## config.mk

```make
export PLATFORM = sky130hd
export DESIGN_NAME = pmc_power_mode_controller
export DESIGN_NICKNAME = d
export VERILOG_FILES = /design/src/inc/pmc_pkg.sv /design/src/hdl/pmc_power_mode_controller.sv
export VERILOG_INCLUDE_DIRS = /design/src /design/src/inc
export SDC_FILE = /design/constraint.sdc
export NUM_CORES = 1
export LEC_CHECK = 0
export ABC_AREA = 1
export BUFFER_PORTS_ARGS = -buffer_cell sky130_fd_sc_hd__buf_2
export CAP_MARGIN = 15
export CORE_MARGIN = 10
export CORE_UTILIZATION = 45
export CTS_CLUSTER_DIAMETER = 200
export CTS_CLUSTER_SIZE = 28
export DETAILED_ROUTE_END_ITERATION = 8
export SLEW_MARGIN = 10
export SYNTH_ARGS = -nofsm -noshare
export SYNTH_HDL_FRONTEND = slang
export SYNTH_SLANG_ARGS = --single-unit
```

## constraint.sdc

```tcl
create_clock -name i_clk_sys -period 3.4 [get_ports i_clk_sys]
set_input_delay 0.68 -clock i_clk_sys [delete_from_list [all_inputs] [get_ports i_clk_sys]]
set_output_delay 0.68 -clock i_clk_sys [all_outputs]
set_load 0.02 [all_outputs]
```

## src/inc/pmc_defs.svh

```systemverilog
// Constants for the power mode controller
`ifndef PMC_DEFS_SVH
`define PMC_DEFS_SVH
`define PMC_IDLE_CNT_W 32
`define PMC_IDLE_LIMIT_RST 32'h0000_1000
`define PMC_STARTUP_US 1
`define PMC_CLK_MHZ 20
`define PMC_STARTUP_CYC (((`PMC_STARTUP_US * `PMC_CLK_MHZ) > 0) ? (`PMC_STARTUP_US * `PMC_CLK_MHZ) : 1)
`endif

```

## src/inc/pmc_pkg.sv

```systemverilog
// Types for the power mode controller
package pmc_pkg;
   typedef enum logic [1:0]
   {
      PMC_SHUTDOWN = 2'b00,
      PMC_SLEEP = 2'b01,
      PMC_ACTIVE = 2'b10
   } pmc_mode_t;
endpackage

```

## src/hdl/pmc_power_mode_controller.sv

```systemverilog
// Power mode state controller
`include "pmc_defs.svh"
module pmc_power_mode_controller #(
   parameter int unsigned STARTUP_CYC = `PMC_STARTUP_CYC,
   parameter bit STACK_DEVICE = 1'b0
)(
   input wire logic i_clk_sys,
   input wire logic i_rst_n,
   input wire logic i_wake_pin_n,
   input wire logic i_uart_s2a,
   input wire logic i_chain_wake_tone,
   input wire logic i_chain_s2a_tone,
   input wire logic i_sleep_request,
   input wire logic i_shutdown_request,
   input wire logic i_thermal_shutdown_event,
   input wire logic i_valid_frame,
   input wire logic i_long_idle_timeout_en,
   input wire logic [`PMC_IDLE_CNT_W-1:0] i_long_idle_limit,
   input wire logic i_soft_reset_cmd,
   input wire logic i_reset_flag_clear,
   input wire logic i_osc_fault_event,
   input wire logic i_osc_fault_clear,
   input wire logic i_comp_fault_en,
   input wire logic i_fault_pending,
   output pmc_pkg::pmc_mode_t o_mode,
   output logic o_restore_defaults,
   output logic o_fwd_wake,
   output logic o_fwd_s2a,
   output logic o_discard_txn,
   output logic o_startup_done,
   output logic o_reset_occurred_flag,
   output logic o_digital_supply_osc_fault,
   output logic o_fault_out_n,
   output logic o_heartbeat_run,
   output logic o_comp_fault_run,
   output logic o_balance_run,
   output logic o_sleep_detect_run,
   output logic o_comm_run
);
   import pmc_pkg::*;

   pmc_mode_t mode_reg;
   pmc_mode_t mode_next;
   logic wake_m_reg;
   logic wake_s_reg;
   logic wake_d_reg;
   logic uart_m_reg;
   logic uart_s_reg;
   logic wtone_m_reg;
   logic wtone_s_reg;
   logic stone_m_reg;
   logic stone_s_reg;
   logic tsd_m_reg;
   logic tsd_s_reg;
   logic wake_ev;
   logic s2a_ev;
   logic idle_to;
   logic sd_cause;
   logic comp_lock_reg;
   logic [`PMC_IDLE_CNT_W-1:0] idle_cnt_reg;
   logic [31:0] su_cnt_reg;
   logic uart_d_reg;
   logic wtone_d_reg;
   logic stone_d_reg;
   logic tsd_d_reg;
   logic tsd_rise;
   logic wake_ok;
   logic s2a_ok;

   // Rising edge of a synchronised level
   function automatic logic rise(input logic now_lvl, input logic last_lvl);
      return now_lvl & ~last_lvl;
   endfunction

   // Wake pin passes two flops, idles high
   always_ff @(posedge i_clk_sys)
   begin
      if (!i_rst_n)
      begin
         wake_m_reg <= 1'b1;
         wake_s_reg <= 1'b1;
         wake_d_reg <= 1'b1;
      end
      else
      begin
         wake_m_reg <= i_wake_pin_n;
         wake_s_reg <= wake_m_reg;
         wake_d_reg <= wake_s_reg;
      end
   end

   // UART detect and chain tones pass two flops
   always_ff @(posedge i_clk_sys)
   begin
      if (!i_rst_n)
      begin
         uart_m_reg <= 1'b0;
         uart_s_reg <= 1'b0;
         wtone_m_reg <= 1'b0;
         wtone_s_reg <= 1'b0;
         stone_m_reg <= 1'b0;
         stone_s_reg <= 1'b0;
      end
      else
      begin
         uart_m_reg <= i_uart_s2a;
         uart_s_reg <= uart_m_reg;
         wtone_m_reg <= i_chain_wake_tone;
         wtone_s_reg <= wtone_m_reg;
         stone_m_reg <= i_chain_s2a_tone;
         stone_s_reg <= stone_m_reg;
      end
   end

   // Thermal event passes two flops
   always_ff @(posedge i_clk_sys)
   begin
      if (!i_rst_n)
      begin
         tsd_m_reg <= 1'b0;
         tsd_s_reg <= 1'b0;
      end
      else
      begin
         tsd_m_reg <= i_thermal_shutdown_event;
         tsd_s_reg <= tsd_m_reg;
      end
   end

   // Last value of the UART, chain tone and thermal levels, so a held level acts once
   always_ff @(posedge i_clk_sys)
   begin
      if (!i_rst_n)
      begin
         uart_d_reg <= 1'b0;
         wtone_d_reg <= 1'b0;
         stone_d_reg <= 1'b0;
         tsd_d_reg <= 1'b0;
      end
      else
      begin
         uart_d_reg <= uart_s_reg;
         wtone_d_reg <= wtone_s_reg;
         stone_d_reg <= stone_s_reg;
         tsd_d_reg <= tsd_s_reg;
      end
   end

   assign tsd_rise = rise(tsd_s_reg, tsd_d_reg);

   // Base uses pin and UART, stack uses chain tones
   always_comb
   begin
      if (STACK_DEVICE)
      begin
         wake_ev = rise(wtone_s_reg, wtone_d_reg);
         s2a_ev = rise(stone_s_reg, stone_d_reg);
      end
      else
      begin
         wake_ev = rise(wake_s_reg, wake_d_reg);
         s2a_ev = rise(uart_s_reg, uart_d_reg);
      end
   end

   // Idle timer runs only in active
   always_ff @(posedge i_clk_sys)
   begin
      if (!i_rst_n || mode_reg != PMC_ACTIVE || i_valid_frame)
         idle_cnt_reg <= '0;
      else if (idle_cnt_reg != i_long_idle_limit)
         idle_cnt_reg <= idle_cnt_reg + 1'b1;
   end

   assign idle_to = i_long_idle_timeout_en && mode_reg == PMC_ACTIVE
      && idle_cnt_reg == i_long_idle_limit;
   assign sd_cause = tsd_s_reg | i_shutdown_request | idle_to;

   always_comb
   begin
      mode_next = mode_reg;
      unique case (mode_reg)
         PMC_SHUTDOWN:
         begin
            if (wake_ev)
               mode_next = PMC_ACTIVE;
         end
         PMC_SLEEP:
         begin
            if (tsd_s_reg || i_shutdown_request)
               mode_next = PMC_SHUTDOWN;
            else if (wake_ev || s2a_ev)
               mode_next = PMC_ACTIVE;
         end
         PMC_ACTIVE:
         begin
            if (sd_cause)
               mode_next = PMC_SHUTDOWN;
            else if (i_sleep_request)
               mode_next = PMC_SLEEP;
         end
         default:
            mode_next = PMC_SHUTDOWN;
      endcase
   end

   always_ff @(posedge i_clk_sys)
   begin
      if (!i_rst_n)
         mode_reg <= PMC_SHUTDOWN;
      else if (tsd_s_reg)
         mode_reg <= PMC_SHUTDOWN;
      else
         mode_reg <= mode_next;
   end

   // Wake is honoured unless thermal wins this cycle, or, in active only, any shutdown cause wins
   assign wake_ok = wake_ev && !tsd_s_reg && (mode_reg != PMC_ACTIVE || !sd_cause);
   assign s2a_ok = s2a_ev && !wake_ev && !tsd_s_reg && mode_reg == PMC_ACTIVE && !sd_cause;

   // Defaults restored on every honoured wake
   always_ff @(posedge i_clk_sys)
   begin
      if (!i_rst_n)
         o_restore_defaults <= 1'b0;
      else
         o_restore_defaults <= wake_ok;
   end

   // Wake forwarded only from active
   always_ff @(posedge i_clk_sys)
   begin
      if (!i_rst_n)
         o_fwd_wake <= 1'b0;
      else
         o_fwd_wake <= wake_ok && mode_reg == PMC_ACTIVE;
   end

   // Sleep-to-active forwarded from active, nothing else changes
   always_ff @(posedge i_clk_sys)
   begin
      if (!i_rst_n)
         o_fwd_s2a <= 1'b0;
      else
         o_fwd_s2a <= s2a_ok;
   end

   // One discard pulse per thermal event
   always_ff @(posedge i_clk_sys)
   begin
      if (!i_rst_n)
         o_discard_txn <= 1'b0;
      else
         o_discard_txn <= tsd_rise;
   end

   // Startup wait after entering active
   always_ff @(posedge i_clk_sys)
   begin
      if (!i_rst_n || mode_reg != PMC_ACTIVE)
         su_cnt_reg <= '0;
      else if (su_cnt_reg != STARTUP_CYC)
         su_cnt_reg <= su_cnt_reg + 1'b1;
   end
   assign o_startup_done = mode_reg == PMC_ACTIVE && su_cnt_reg == STARTUP_CYC;

   // Reset flag, set wins over clear
   always_ff @(posedge i_clk_sys)
   begin
      if (!i_rst_n)
         o_reset_occurred_flag <= 1'b1;
      else if (i_soft_reset_cmd || (wake_ok && mode_reg != PMC_SLEEP))
         o_reset_occurred_flag <= 1'b1;
      else if (i_reset_flag_clear)
         o_reset_occurred_flag <= 1'b0;
   end

   always_ff @(posedge i_clk_sys)
   begin
      if (!i_rst_n)
         o_digital_supply_osc_fault <= 1'b0;
      else if (i_osc_fault_event)
         o_digital_supply_osc_fault <= 1'b1;
      else if (i_osc_fault_clear)
         o_digital_supply_osc_fault <= 1'b0;
   end

   // Comparator enable latched; frozen outside active except for the clear on a restore-defaults pulse
   always_ff @(posedge i_clk_sys)
   begin
      if (!i_rst_n || o_restore_defaults)
         comp_lock_reg <= 1'b0;
      else if (mode_reg == PMC_ACTIVE)
         comp_lock_reg <= i_comp_fault_en;
   end

   always_comb
   begin
      o_mode = mode_reg;
      o_comm_run = mode_reg == PMC_ACTIVE;
      o_balance_run = mode_reg != PMC_SHUTDOWN;
      o_sleep_detect_run = mode_reg != PMC_SHUTDOWN;
      o_comp_fault_run = comp_lock_reg && mode_reg != PMC_SHUTDOWN;
      o_heartbeat_run = mode_reg != PMC_SHUTDOWN && !o_reset_occurred_flag;
      o_fault_out_n = !(mode_reg != PMC_SHUTDOWN && (o_reset_occurred_flag
         || o_digital_supply_osc_fault || i_fault_pending));
   end
endmodule // pmc_power_mode_controller

```

==> impl_results.md <==
* Xor/xnor cell area share of the yosys netlist at 8.50%
* Reg2Reg Setup Slack at 1.29 ns
* Top cell by count, worst path: nor2_1
* Clock Latency Late Sink at 0.36 ns
* Comb pwr share at 5.7%
* Initial antenna violation count at 0
* Core area at 10300 sq um
* Max Freq at 0.397 GHz
* Hold crit path type: reg -> reg
* Arrival @ worst endpoint at 1.84 ns
* Syn Inst Count at 731
* Worst Tran Pin Value at 0.538 ns
* Ys Warns at 0
* Top post-synthesis cells by count: 216 x nand2_1, 89 x nor2_1, 88 x inv_1, 82 x dfxtp_1, 62 x a21oi_1
* Clk buf depth at 2
* GRT Total Usage at 16.4%
* Starting Density at 46.1%
* RSZ-0062 raised after global routing: no
* Run status: complete, no violations
* Synth Area in Adders at 0.792%
* Final wirelength at 12.4 mm
* Row count at 37
* Routed via count at 4552
* Fin crit share at 74.1%
* Static Leak at 1.99 nW
* Max_slew headroom at 64.1%
* Register area share after synthesis at 34.6%
* Fin Hold WS at 0.403 ns
* Post-synth EDFFs at 0
* Clk sinks at 82
* Via density at 4.89
* Synth Area in Compound Gates at 10.2%
* H-tree depth at 3
* GRT overflow at 0
* Global-route wire length before repair at 20.3 mm
* Cell Area, Synth at 4740 sq um
* Post-CTS Setup Inserts at 0
* Switching share of total power at 25.7%
* Clock skew at 0.0127 ns
* First-iteration detailed-routing DRC count at 311
* CTS Buf Count at 9
* NetSw at 0.473 mW
* Sequential share of power at 52.9%
* Final #Nets at 841
* Area grow syn2layout at 12.9%
* GPL Wtd Cong at 0.868
* Int Pwr at 1.37 mW
* Worst vdd ir at 0.000212 V
* Number of port buffers at 61
* Post-synth top area cell: dfxtp_1
* Power Dens Cells at 344 nW/um^2
* Final setup viols at 0
* Fin. Hold Viols at 0
* Clock share of power at 41.4%
* Total nets after synthesis at 783
* WP data required at 2.72 ns
* CTS resizes at 0
* CTS tree: built
* Fill count at 1086
* Clock transition at path regs at 0.10 ns
* Synth top area cells: dfxtp_1 35%, nand2_1 17%, nor2_1 7.0%
* CP endpoint kind: output port
* Die Height at 123 microns
* Detailed placement HPWL at 9.55 mm
* #FFs+latches synth at 82
* Chain of cells forming the critical path: nor2_1 > nand3_1 > nor4_1 > nand2_1 > nor2_1 > buf_2
* Largest stage delay on the critical path at 0.36 ns
* Share of cells above drive strength 1 at 13.2%
* Die area at 15000 sq um
* Mux contribution to synthesized area at 0%
* Area fraction of the dominant cell type after synthesis at 34.6%
* Crit path buffers/inverters at 1
* Top-count cell post-synth: nand2_1
* Syn Area/Cell at 6.49 sq um
* Drt first pass iters at 4
* Routed wire per std cell at 13.3 microns
* Io pins at 64
* Largest net degree at the start of global routing at 33
* Post-DRT Antenna Nets at 0
* Drt drc at 0
* Top delay family on crit path: simple AND/OR/NAND/NOR gates
* Asr flop ratio synth at 0%
* Clk root buf: clkbuf_8
* CP Max Fanout at 6
* Startpoint Class: register
* Synth cell types at 36
* Max-slew violations at 0
* Max Cap Viol at 0
* Largest family of logic cells by synthesized area: simple AND/OR/NAND/NOR gates
* Number of global-route vias before repair at 4396
* Main synth FF type: dfxtp_1
* Setup total negative slack at 0 ns
* Simple logic cell fraction of the synthesized area at 36.9%
* Fin crit period at 2.52 ns
* Critical-path top delay cell: dfxtp_1
* Die width at 123 microns
* Ant diodes at 0
* Critical path class: reg -> out
* Hold buffers post-CTS at 0
-- cells in the final DEF (no fill, tap or decap), drive strengths merged, types with 10 or more instances in the layout --
master,n
nor2,99
nor3,20
buf,63
nand3,29
nand2,219
inv,92
xor2,20
xnor2,26
dfxtp,82
nor4,10
nand4,14
o21ai,24
a21oi,62
-- kinds of logic after synthesis --
logic type / Yosys count
fa+ha+maj: 3
simple gates: 401
flops: 82
compound gates: 93
buf+inv: 106
xor+xnor: 46
-- routing by layer --
| layer | vias to the layer above | track usage, % | share of wire, % |
|---|---|---|---|
| met1 | 2050 | 19.1 | 45 |
| met4 | 0 | 4.42 | 0.90 |
| met2 | 68 | 30.3 | 51 |
| li1 | 2423 | - | - |
| met3 | 11 | 2.75 | 3.5 |
| met5 | - | 0 | 0 |
-- layout make-up --
class	instances	area, sq um	area share [%]
inverters	90	339	6.33
multi-input cells	543	2680	50.0
clock buffers	9	124	2.31
repair buffers	63	320	5.98
well taps	136	170	3.18
clock inverters	7	82.6	1.54
flip-flops and latches	82	1640	30.7
-- metrics by stage --
step | instance area [sq um] | setup slack, ns | util (%) | instances | power [mW]
2_1_floorplan | 4740 | 1.48 | - | 731 | 1.05
6_report | 5350 | 0.880 | 52.1 | 930 | 1.84
5_1_grt | 5350 | 0.754 | 52.1 | 930 | 1.91
3_3_place_gp | 5150 | 0.997 | 50.1 | 914 | 1.10
3_5_place_dp | 5150 | 0.962 | 50.1 | 914 | 1.10
4_1_cts | 5350 | 0.854 | 52.1 | 930 | 1.86
-- worst reg2reg max path, delay by kind of cell, from the launching register on --
| kind | cells | cell delay, ns |
|---|---|---|
| xor gates and xnor gates | 1 | 0.14 |
| adders and majority gates | 1 | 0.29 |
| DFF | 1 | 0.47 |
| AOI/OAI and AO/OA | 1 | 0.14 |
| and+or+nand+nor | 5 | 0.81 |
| buffers and inverters | 1 | 0.19 |
-- final timing paths --
kind                         from  depth (start not counted)          endpoint
setup / recovery   su_cnt_reg[14]                          6    o_startup_done
hold reg to reg         tsd_d_reg                          1     o_discard_txn
hold / removal          tsd_d_reg                          1     o_discard_txn
setup reg to reg  idle_cnt_reg[0]                          9  idle_cnt_reg[30]
-- power groups by stage --
stage | combinational (mW) | sequential, mW | clock, mW
6_report | 0.104 | 0.973 | 0.762
3_3_place_gp | 0.103 | 0.996 | 0
2_1_floorplan | 0.0548 | 0.999 | 0
4_1_cts | 0.105 | 0.973 | 0.781
5_1_grt | 0.116 | 0.975 | 0.816
3_5_place_dp | 0.105 | 0.996 | 0
No activity file was read; power rests on OpenSTA's default activity.
